File: src/pkg/timer_pkg.sv
// constants for the capture/compare timer byte access block
package timer_pkg;
   localparam int ADDR_W = 8;
   localparam int DATA_W = 8;
   localparam int CNT_W = 16;
   // register offsets
   localparam logic [7:0] OFS_CTRL = 8'h12;
   localparam logic [7:0] OFS_STATUS = 8'h13;
   localparam logic [7:0] OFS_CAP_HI = 8'h14;
   localparam logic [7:0] OFS_CAP_LO = 8'h15;
   localparam logic [7:0] OFS_CMP_HI = 8'h16;
   localparam logic [7:0] OFS_CMP_LO = 8'h17;
   localparam logic [7:0] OFS_CNT_HI = 8'h18;
   localparam logic [7:0] OFS_CNT_LO = 8'h19;
   localparam logic [7:0] OFS_ALT_HI = 8'h1a;
   localparam logic [7:0] OFS_ALT_LO = 8'h1b;
   // control register fields
   localparam int CTRL_CAP_IE = 7;
   localparam int CTRL_CMP_IE = 6;
   localparam int CTRL_OVF_IE = 5;
   localparam int CTRL_EDGE = 1;
   localparam int CTRL_LEVEL = 0;
   // status register fields
   localparam int STAT_CAP = 7;
   localparam int STAT_CMP = 6;
   localparam int STAT_OVF = 5;
   // reset and timing values
   localparam logic [15:0] CNT_RESET = 16'hfffc;
   localparam logic [15:0] CMP_RESET = 16'hffff;
   localparam logic [15:0] CNT_MAX = 16'hffff;
   localparam logic [7:0] CTRL_RESET = 8'h00;
   localparam int PRESCALE = 4;
endpackage

File: src/hw/timer_register_access_low_power.sv
// byte-wide register access, capture, compare and low-power logic of a 16-bit timer
`timescale 1ns/1ps
// Operation
// - counter high read freezes returned low byte until low byte read
// - low byte read after status read with overflow set clears overflow
// - writes to counter bytes are ignored
// - alternate high read freezes alternate low byte until it is read
// - alternate low read never touches overflow flag
// - writes to alternate counter bytes are ignored
// - selected edge on capture pin copies 16-bit count to capture bytes
// - capture high read blocks pin captures until capture low read; an armed stop-exit copy still lands
// - capture low read after status read with flag set clears capture flag
// - writes to capture bytes are ignored
// - counter equal to compare value performs compare pin action
// - compare high write suspends matching until compare low written
// - compare low read or write after status read clears compare flag
// - in wait mode the timer keeps counting and detecting events
// - enabled timer interrupt in wait mode wakes the processor
// - stop mode freezes the counter; interrupt exit resumes from it
// - stop ended by reset loads counter with fffc
// - capture edge in stop only arms detector, no flag, no wake
// - interrupt exit after arming shows capture flag and first-edge count
// - reset exit from stop discards any armed capture
// - counter wrap from ffff to 0000 sets overflow flag
// - compare match drives output pin to the output level bit
// - counter advances once per four clock cycles via fixed prescaler
// - edge select 1 picks rising, 0 picks falling capture edges
module timer_register_access_low_power
   import timer_pkg::*;
#(
   parameter int PRE_DIV = PRESCALE
) (
   // clock and reset
   input wire logic core_clk,
   input wire logic arst_n,
   // register port
   input wire logic [ADDR_W-1:0] regAddr,
   input wire logic [DATA_W-1:0] regWdata,
   input wire logic regWr,
   input wire logic regRd,
   output logic [DATA_W-1:0] regRdata,
   // pins
   input wire logic capturePin,
   output logic compareOut,
   // low-power control
   input wire logic waitMode,
   input wire logic stopMode,
   input wire logic stopResetExit,
   output logic timerIrq,
   output logic wakeReq
);
   localparam int PW = $clog2(PRE_DIV);
   localparam logic [PW-1:0] PRE_LAST = PW'(PRE_DIV - 1);

   // tick decode relies on the prescaler wrapping by itself
   if (PRE_DIV < 2 || (1 << PW) != PRE_DIV) begin : g_bad_div
      $error("prescale must be a power of two of at least 2");
   end

   function automatic logic rdHit(input logic rd, input logic [7:0] a,
                                  input logic [7:0] ofs);
      rdHit = rd && (a == ofs);
   endfunction

   logic rstMeta_ff;
   logic rstSync_ff;
   logic rst_n;
   logic [PW-1:0] pre_ff;
   logic [CNT_W-1:0] cnt_ff;
   logic [7:0] ctrl_ff;
   logic ovfFlag_ff;
   logic capFlag_ff;
   logic cmpFlag_ff;
   logic ovfSeen_ff;
   logic capSeen_ff;
   logic cmpSeen_ff;
   logic [7:0] cntLoHold_ff;
   logic cntLoFrozen_ff;
   logic [7:0] altLoHold_ff;
   logic altLoFrozen_ff;
   logic [CNT_W-1:0] cap_ff;
   logic capBlock_ff;
   logic [CNT_W-1:0] cmp_ff;
   logic cmpBlock_ff;
   logic capPrev_ff;
   logic stopPrev_ff;
   logic capLive_ff;
   logic armed_ff;
   logic [CNT_W-1:0] armVal_ff;
   logic compareOut_ff;
   logic [7:0] rdata_ff;

   logic tick;
   logic wrap;
   logic match;
   logic capEdge;
   logic capTake;
   logic stopExitIrq;
   logic rdStatus;
   logic rdCntHi;
   logic rdCntLo;
   logic rdAltHi;
   logic rdAltLo;
   logic rdCapHi;
   logic rdCapLo;
   logic rdCmpLo;
   logic wrCtrl;
   logic wrCmpHi;
   logic wrCmpLo;
   logic [7:0] statusVal;
   logic [7:0] nxt_rdata;

   // reset release through two flops
   always_ff @(posedge core_clk or negedge arst_n) begin
      if (!arst_n) begin
         rstMeta_ff <= 1'b0;
         rstSync_ff <= 1'b0;
      end else begin
         rstMeta_ff <= 1'b1;
         rstSync_ff <= rstMeta_ff;
      end
   end
   assign rst_n = rstSync_ff;

   assign rdStatus = rdHit(regRd, regAddr, OFS_STATUS);
   assign rdCntHi = rdHit(regRd, regAddr, OFS_CNT_HI);
   assign rdCntLo = rdHit(regRd, regAddr, OFS_CNT_LO);
   assign rdAltHi = rdHit(regRd, regAddr, OFS_ALT_HI);
   assign rdAltLo = rdHit(regRd, regAddr, OFS_ALT_LO);
   assign rdCapHi = rdHit(regRd, regAddr, OFS_CAP_HI);
   assign rdCapLo = rdHit(regRd, regAddr, OFS_CAP_LO);
   assign rdCmpLo = rdHit(regRd, regAddr, OFS_CMP_LO);
   // counter, alternate and capture bytes have no write decode at all
   assign wrCtrl = regWr && (regAddr == OFS_CTRL);
   assign wrCmpHi = regWr && (regAddr == OFS_CMP_HI);
   assign wrCmpLo = regWr && (regAddr == OFS_CMP_LO);

   // prescaler runs in wait, halts in stop
   assign tick = (pre_ff == PRE_LAST) && !stopMode;
   assign wrap = tick && (cnt_ff == CNT_MAX);
   assign match = tick && !cmpBlock_ff && (cnt_ff == cmp_ff);
   assign capEdge = capLive_ff && (ctrl_ff[CTRL_EDGE] ? (capturePin && !capPrev_ff)
                                                     : (!capturePin && capPrev_ff));
   assign capTake = capEdge && !stopMode && !capBlock_ff;
   // stop dropping without the reset pulse counts as an interrupt exit
   assign stopExitIrq = stopPrev_ff && !stopMode && !stopResetExit;

   always_ff @(posedge core_clk or negedge rst_n) begin
      if (!rst_n) begin
         pre_ff <= '0;
      end else if (stopResetExit) begin
         pre_ff <= '0;
      end else if (!stopMode) begin
         pre_ff <= pre_ff + PW'(1);
      end
   end

   // reset-exit reload works whether or not stop has already dropped
   always_ff @(posedge core_clk or negedge rst_n) begin
      if (!rst_n) begin
         cnt_ff <= CNT_RESET;
      end else if (stopResetExit) begin
         cnt_ff <= CNT_RESET;
      end else if (tick) begin
         cnt_ff <= cnt_ff + 16'h0001;
      end
   end

   // edge select resets to falling; software picks polarity before use
   always_ff @(posedge core_clk or negedge rst_n) begin
      if (!rst_n) begin
         ctrl_ff <= CTRL_RESET;
      end else if (wrCtrl) begin
         ctrl_ff <= regWdata;
      end
   end

   // status snapshot: which flags software saw set
   // a later status read overwrites what was recorded
   always_ff @(posedge core_clk or negedge rst_n) begin
      if (!rst_n) begin
         ovfSeen_ff <= 1'b0;
         capSeen_ff <= 1'b0;
         cmpSeen_ff <= 1'b0;
      end else begin
         if (rdStatus) begin
            ovfSeen_ff <= ovfFlag_ff;
         end else if (rdCntLo) begin
            ovfSeen_ff <= 1'b0;
         end
         if (rdStatus) begin
            capSeen_ff <= capFlag_ff;
         end else if (rdCapLo) begin
            capSeen_ff <= 1'b0;
         end
         if (rdStatus) begin
            cmpSeen_ff <= cmpFlag_ff;
         end else if (rdCmpLo || wrCmpLo) begin
            cmpSeen_ff <= 1'b0;
         end
      end
   end

   // flags: a new event in the clearing cycle keeps the flag set
   always_ff @(posedge core_clk or negedge rst_n) begin
      if (!rst_n) begin
         ovfFlag_ff <= 1'b0;
      end else if (wrap) begin
         ovfFlag_ff <= 1'b1;
      end else if (rdCntLo && ovfSeen_ff) begin
         ovfFlag_ff <= 1'b0;
      end
   end
   // alternate low read deliberately absent from the clear term above

   always_ff @(posedge core_clk or negedge rst_n) begin
      if (!rst_n) begin
         capFlag_ff <= 1'b0;
      end else if (capTake || (stopExitIrq && armed_ff)) begin
         capFlag_ff <= 1'b1;
      end else if (rdCapLo && capSeen_ff) begin
         capFlag_ff <= 1'b0;
      end
   end

   always_ff @(posedge core_clk or negedge rst_n) begin
      if (!rst_n) begin
         cmpFlag_ff <= 1'b0;
      end else if (match) begin
         cmpFlag_ff <= 1'b1;
      end else if ((rdCmpLo || wrCmpLo) && cmpSeen_ff) begin
         cmpFlag_ff <= 1'b0;
      end
   end

   // coherent low-byte snapshots
   // a repeated high read simply takes a fresh snapshot
   always_ff @(posedge core_clk or negedge rst_n) begin
      if (!rst_n) begin
         cntLoHold_ff <= 8'h00;
         cntLoFrozen_ff <= 1'b0;
      end else if (rdCntHi) begin
         cntLoHold_ff <= cnt_ff[7:0];
         cntLoFrozen_ff <= 1'b1;
      end else if (rdCntLo) begin
         cntLoFrozen_ff <= 1'b0;
      end
   end

   always_ff @(posedge core_clk or negedge rst_n) begin
      if (!rst_n) begin
         altLoHold_ff <= 8'h00;
         altLoFrozen_ff <= 1'b0;
      end else if (rdAltHi) begin
         altLoHold_ff <= cnt_ff[7:0];
         altLoFrozen_ff <= 1'b1;
      end else if (rdAltLo) begin
         altLoFrozen_ff <= 1'b0;
      end
   end

   // capture path; no edge is judged until one real pin sample is held,
   // since the idle level of the pin after reset is not known
   always_ff @(posedge core_clk or negedge rst_n) begin
      if (!rst_n) begin
         capPrev_ff <= 1'b0;
         capLive_ff <= 1'b0;
         stopPrev_ff <= 1'b0;
      end else begin
         capPrev_ff <= capturePin;
         capLive_ff <= 1'b1;
         stopPrev_ff <= stopMode;
      end
   end

   always_ff @(posedge core_clk or negedge rst_n) begin
      if (!rst_n) begin
         capBlock_ff <= 1'b0;
      end else if (rdCapHi) begin
         capBlock_ff <= 1'b1;
      end else if (rdCapLo) begin
         capBlock_ff <= 1'b0;
      end
   end

   // only the first edge in stop is kept; no flag until exit
   always_ff @(posedge core_clk or negedge rst_n) begin
      if (!rst_n) begin
         armed_ff <= 1'b0;
         armVal_ff <= '0;
      end else if (stopResetExit) begin
         armed_ff <= 1'b0;
      end else if (stopMode && capEdge && !armed_ff) begin
         armed_ff <= 1'b1;
         armVal_ff <= cnt_ff;
      end else if (!stopMode) begin
         armed_ff <= 1'b0;
      end
   end

   always_ff @(posedge core_clk or negedge rst_n) begin
      if (!rst_n) begin
         cap_ff <= '0;
      end else if (stopExitIrq && armed_ff) begin
         cap_ff <= armVal_ff;
      end else if (capTake) begin
         cap_ff <= cnt_ff;
      end
   end

   // compare path
   // high write parks matching, so a half-written value never fires
   always_ff @(posedge core_clk or negedge rst_n) begin
      if (!rst_n) begin
         cmp_ff <= CMP_RESET;
         cmpBlock_ff <= 1'b0;
      end else if (wrCmpHi) begin
         cmp_ff[15:8] <= regWdata;
         cmpBlock_ff <= 1'b1;
      end else if (wrCmpLo) begin
         cmp_ff[7:0] <= regWdata;
         cmpBlock_ff <= 1'b0;
      end
   end

   always_ff @(posedge core_clk or negedge rst_n) begin
      if (!rst_n) begin
         compareOut_ff <= 1'b0;
      end else if (match) begin
         compareOut_ff <= ctrl_ff[CTRL_LEVEL];
      end
   end
   assign compareOut = compareOut_ff;

   // read mux, registered so data lands one cycle after the strobe
   always_comb begin
      statusVal = 8'h00;
      statusVal[STAT_CAP] = capFlag_ff;
      statusVal[STAT_CMP] = cmpFlag_ff;
      statusVal[STAT_OVF] = ovfFlag_ff;
      case (regAddr)
         OFS_CTRL: nxt_rdata = ctrl_ff;
         OFS_STATUS: nxt_rdata = statusVal;
         OFS_CAP_HI: nxt_rdata = cap_ff[15:8];
         OFS_CAP_LO: nxt_rdata = cap_ff[7:0];
         OFS_CMP_HI: nxt_rdata = cmp_ff[15:8];
         OFS_CMP_LO: nxt_rdata = cmp_ff[7:0];
         OFS_CNT_HI: nxt_rdata = cnt_ff[15:8];
         OFS_CNT_LO: nxt_rdata = cntLoFrozen_ff ? cntLoHold_ff : cnt_ff[7:0];
         OFS_ALT_HI: nxt_rdata = cnt_ff[15:8];
         OFS_ALT_LO: nxt_rdata = altLoFrozen_ff ? altLoHold_ff : cnt_ff[7:0];
         default: nxt_rdata = 8'h00;
      endcase
   end

   always_ff @(posedge core_clk or negedge rst_n) begin
      if (!rst_n) begin
         rdata_ff <= 8'h00;
      end else if (regRd) begin
         rdata_ff <= nxt_rdata;
      end
   end
   assign regRdata = rdata_ff;

   // no flag sets in stop, so no event raises the request there: armed capture raises no flag
   assign timerIrq = (capFlag_ff && ctrl_ff[CTRL_CAP_IE])
                   || (cmpFlag_ff && ctrl_ff[CTRL_CMP_IE])
                   || (ovfFlag_ff && ctrl_ff[CTRL_OVF_IE]);
   assign wakeReq = waitMode && timerIrq;
endmodule

File: config.mk
export PLATFORM = sky130hd
export DESIGN_NAME = timer_register_access_low_power
export DESIGN_NICKNAME = d
export VERILOG_FILES = /design/src/pkg/timer_pkg.sv /design/src/hw/timer_register_access_low_power.sv
export SDC_FILE = /design/constraint.sdc
export NUM_CORES = 1
export LEC_CHECK = 0
export BUFFER_PORTS_ARGS = -buffer_cell sky130_fd_sc_hd__buf_2
export CAP_MARGIN = 20
export CORE_UTILIZATION = 65
export DETAILED_ROUTE_END_ITERATION = 16
export MAX_ROUTING_LAYER = met4
export PLACE_DENSITY = 0.86
export SYNTH_ARGS = -nofsm -noshare
export SYNTH_HDL_FRONTEND = slang
export SYNTH_SLANG_ARGS = --single-unit
File: constraint.sdc
create_clock -name core_clk -period 8.97 [get_ports core_clk]
set_clock_uncertainty 0.2 [all_clocks]
set_input_delay 0.4485 -clock core_clk [delete_from_list [all_inputs] [get_ports core_clk]]
set_output_delay 0.4485 -clock core_clk [all_outputs]
set_load 0.02 [all_outputs]
## After elaboration in Yosys (flattened, before gate mapping)

Index checks and enable logic that the tools add are counted.

- Bits in registers: 115
- Bits of input ports: 24
- Output and inout port bits: 11

- Add/subtract/negate cells: 2
- Equality and inequality tests: 15
- Multiplexer cells: 31
- Bitwise logic cells: 2
- Reductions and logical operators: 58

Operator list:

| operator | count |
|---|---|
| 8-bit by 5-bit equality test with 1-bit output (second input constant) | 10 |
| 8-bit one-hot mux with 9 select lines | 1 |
| 16-bit two-way mux | 4 |
| 1-bit logical AND | 32 |
| 2-bit nonzero test | 12 |
| 1-bit two-way mux | 22 |
| 16-bit by 1-bit adder with 16-bit output (second input constant) | 1 |
| 16-bit equality test | 1 |
| 16-bit equality test (second input constant) | 1 |
| 8-bit two-way mux | 2 |
| 1-bit logical NOT | 7 |
| 1-bit logical OR | 4 |
| 2-bit two-way mux | 2 |
| 2-bit AND reduction | 2 |
| 3-bit by 1-bit inequality test with 1-bit output (second input constant) | 1 |
| 2-bit by 1-bit adder with 2-bit output (second input constant) | 1 |
| 2-bit equality test (second input constant) | 1 |
| 2-bit by 1-bit inequality test with 1-bit output (second input constant) | 1 |
| 1-bit inverter | 2 |
| 2-bit OR reduction | 1 |

## Depth between registers and ports, before layout

- Word-level depth: 8
- Gate-level depth with buffers: 7
- Depth with buffers taken out: 6

## Least setup slack after synthesis

Ideal clock, no wire load.

- Kind: in2reg
- Start: in regAddr[5]
- End: reg cntLoHold_ff[0]
- Arrival time: 2.217 ns
- Data required time: 8.645 ns
- Path slack: 6.428 ns
- Stages on the path: 6
- Path buffers: 2
- Cell sequence: or4b_1 > buf_2 > or2_1 > or4_1 > buf_6 > mux2_4

- Cells in the longest elaborated chain, start to end: 2

RTL lines:

| what | RTL line | source |
|---|---|---|
| start, declared | timer_register_access_low_power.sv:37 | `input wire logic [ADDR_W-1:0] regAddr,` |
| 8-bit by 5-bit equality test with 1-bit output | timer_register_access_low_power.sv:62 | `rdHit = rd && (a == ofs);` |
| 1-bit logical AND | timer_register_access_low_power.sv:62 |  |
| end signal, assigned | timer_register_access_low_power.sv:243 | `cntLoHold_ff <= cnt_ff[7:0];` |
| end, declared | timer_register_access_low_power.sv:77 | `logic [7:0] cntLoHold_ff;` |

Every way passes these cells.
A chain may end at the register's enable or synchronous reset.

## Worst setup path after layout

- Start: in stopMode
- End: reg cnt_ff[6]

- Cells in the longest elaborated chain, start to end: 3

RTL lines:

| what | RTL line | source |
|---|---|---|
| start, declared | timer_register_access_low_power.sv:47 | `input wire logic stopMode,` |
| 1-bit logical NOT | -- |  |
| 1-bit logical AND | timer_register_access_low_power.sv:139 | `assign tick = (pre_ff == PRE_LAST) && !stopMode;` |
| 2-bit nonzero test (no source line) | -- |  |
| end signal, assigned | timer_register_access_low_power.sv:165 | `cnt_ff <= cnt_ff + 16'h0001;` |
| end, declared | timer_register_access_low_power.sv:69 | `logic [CNT_W-1:0] cnt_ff;` |

Every way passes these cells.

==> results.cfg <==
[status]
status = finished, final reports clean

[synth]
yosys.area.top_type = dfrtp_1
ys_ff_latch = 115
syn_inst = 472
synth_edf_count = 0
yosys.area_share.adder_pct = 0.4327
syn_area_um2 = 5783
post_synth_mux_area_share_pct = 24.92
synth_cell_types = 54
synthTopCellsByArea = dfrtp_1 (37%), mux2_2 (16%), dfstp_2 (14%), mux2i_1 (4.2%), mux4_2 (3.1%)
synth_compound_area_share_pct = 7.334
synth-simple-area-share_pct = 9.282
yosysSeqAreaShare_pct = 50.41
ys_warn_count = 0
syn_area_per_cell_um2 = 12.25
synthFlopType = dfrtp_1
synth-xor-area-share_pct = 4.241
async_reset_ff_share_pct = 100.0
synth_top_family_by_area = multiplexers
synth_top_cell_area_share_pct = 36.78

[pwr]
power.total_mw = 1.398
vdd_ir_drop_max_mv = 0.2375
p_leak_nw = 2.898
p_per_area_nw_per_um2 = 207.6

[global_route]
grt_pass1_vias = 4053
overflow = 0
track_usage_pct = 35.75
antenna_found_initial = 0
grt_max_degree = 87
grt_pass1_wl_um = 22710

[place]
dp_hpwl_um = 8659
gp_congestion = 0.9845
post-place-ws_ns = 6.041
io_buffers = 34
placed_area_um2 = 5966

[layout]
final_cell_area_um2 = 6733
antennaDiodeCount = 0
ff_latch_area_um2 = 2919
fillers = 523
area_growth_pct = 16.42
fin_nets = 528
drive_above_1_share_pct = 39.42
utilization_pct = 77.58
multi_input_area_um2 = 2685

[die]
ioPinCount = 35
coreArea_um2 = 8678
num_rows = 34
die_y_um = 96.33
die_x_um = 96.33
start_util_pct = 66.64
die-area_um2 = 9279

[drt]
wl_um = 14720
drt_first_pass_iters = 6
avgRoutedWirePerCell_um = 23.63
drc = 0
drt-initial-drc-count = 458
via_count = 4066
drt-vias-per-instance = 6.526
ant_nets = 0

[clock_network]
cts_tree = yes
cts_hold_buf = 11
htree_levels = 4
cts_sinks = 115
cts-buffers-inserted = 17
cts_resized = 0
cts_root_buf = clkbuf_8
cts.clk_slew.worst_paths_ns = 0.06
cts_setup_buffers = 0
clockBufferDepth = 2
clock_latency_ns = 0.54

[worst_setup_path]
worstPathArrival_ns = 2.90
crit_chain = dlygate4sd3_1 -> buf_2 -> nor2b_1 -> nand4_1 -> o21ai_0 -> or3b_2
crit_path_max_fanout = 9
crit_type = input port to flip-flop
slowest_delay_ns = 0.58
worstSetupEndpointType = flip-flop
worst_path_max_delay_cell = nor2b_1
cp.required_ns = 9.22
crit_path_start_kind = input port
reg2reg_depth = 5

[timing]
setup_tns_ns = 0
min_period_ns = 2.646
worstMarginPinSlew_ns = 0.9476
setup_slack_ns = 6.324
fmax_mhz = 377.9
hold_viol = 0
fin_crit_sh_pct = 29.50
maxSlewViolCount = 0
slew_headroom_pct = 36.25
rsz0062_at_grt = false
setup_viol = 0

[worst_hold_path]
hold_class = input port to asynchronous set/reset pin

[job]
maxCapViolCount = 0
## per-layer routing
layer / routed length (µm) / share of wire (%) / track usage, % / vias up
li1: - / - / - / 1759
met1: 5981 / 41 / 46.13 / 2073
met2: 7192 / 49 / 54.02 / 185
met3: 1001 / 6.8 / 9.242 / 49
met4: 548 / 3.7 / 14.83 / 0
met5: 0 / 0 / - / -
## flip-flops by register name, summed over array words and instances, names as in the netlist, 2 cells and up
signal        count
altLoHold_ff      8
armVal_ff        16
cap_ff           16
cmp_ff           16
cntLoHold_ff      8
cnt_ff           16
ctrl_ff           8
pre_ff            2
regRdata          8
## placed cells by master (no fill, tap or decap), drive strengths merged, types with 5 or more instances in the layout
master       instances
nor2                12
mux2                88
clkinv               5
mux4                 8
a22oi                9
nor3                 9
nand3                7
nand4                8
clkbuf              18
nand2               20
buf                 38
o21ai               16
mux2i               24
nand2b              15
xor2                17
nor2b                6
dfstp               30
dfrtp               85
inv                 12
a21oi                5
dlygate4sd3         11
xnor2               11
## logic make-up after synthesis
| kind of cell | count (synthesis) |
|---|---|
| xor gates and xnor gates | 28 |
| and+or+nand+nor | 97 |
| adders and majority gates | 2 |
| buffers and inverters | 48 |
| AOI/OAI and AO/OA | 61 |
| muxes | 120 |
| DFF | 115 |
| other | 1 |
## cells in the mapped netlist, types with 2 or more instances
master    count
a221o_1       2
nor3_1        9
xor2_1       17
nand3_1       7
nand2b_1     15
nor2b_1       6
a31oi_1       2
o22ai_1       4
nand2_1      20
a22oi_1       9
or3_1         2
mux2i_1      24
xnor2_1      11
o221ai_1      2
a21oi_1       5
o21bai_1      3
nor2_1       12
ha_1          2
nor4_1        4
or3b_2        2
inv_1         9
mux4_2        8
nand4_1       7
and4_1        2
dfstp_2      30
o41ai_1       2
mux2_2       80
clkbuf_1     32
a211oi_1      2
a21o_1        4
dfrtp_1      85
mux2_4        8
o31ai_1       2
a211o_1       2
buf_2         3
o21ai_0      16
and3_1        3
buf_1         3
## per-stage QoR
stage	instances	hold slack [ns]
floorplan	473	-0.04709
global placement	579	0.03433
detailed placement	579	0.03671
CTS	622	0.007706
global route	623	0.02321
finish	623	0.01127
## critical path: cells and delay by family
kind                   cells  cell delay [ns]
AND/OR/NAND/NOR            3             1.47
buffers and inverters      2             0.71
AO/OA/AOI/OAI              1             0.27
## power breakdown
part / internal [mW] / switching [mW] / total, mW
Clock: 0.462 / 0.261 / 0.723
Sequential: 0.553 / 0.0261 / 0.579
Combinational: 0.0496 / 0.0466 / 0.0962
Total: 1.06 / 0.334 / 1.40
## final timing paths
path | from | end | slack [ns]
setup / recovery | stopMode | cnt_ff[6] | 6.32
hold / removal | arst_n | rstSync_ff | 0.01
setup reg to reg | pre_ff[0] | cnt_ff[6] | 6.43
hold reg to reg | rstSync_ff | ctrl_ff[0] | 0.05
max in group asynchronous | rstSync_ff | cnt_ff[2] | 7.51
min in group core_clk | regRd | cmpSeen_ff | 0.06
## final cells by class
| cell class | count | area share (%) |
|---|---|---|
| clock buffers | 18 | 6.356 |
| clock inverters | 14 | 2.992 |
| inverters | 9 | 0.5018 |
| multi-input cells | 310 | 39.88 |
| flip-flops and latches | 115 | 43.36 |
| well taps | 108 | 2.007 |
| repair buffers | 49 | 4.906 |
Note: power is estimated with default switching activity, not from simulation.
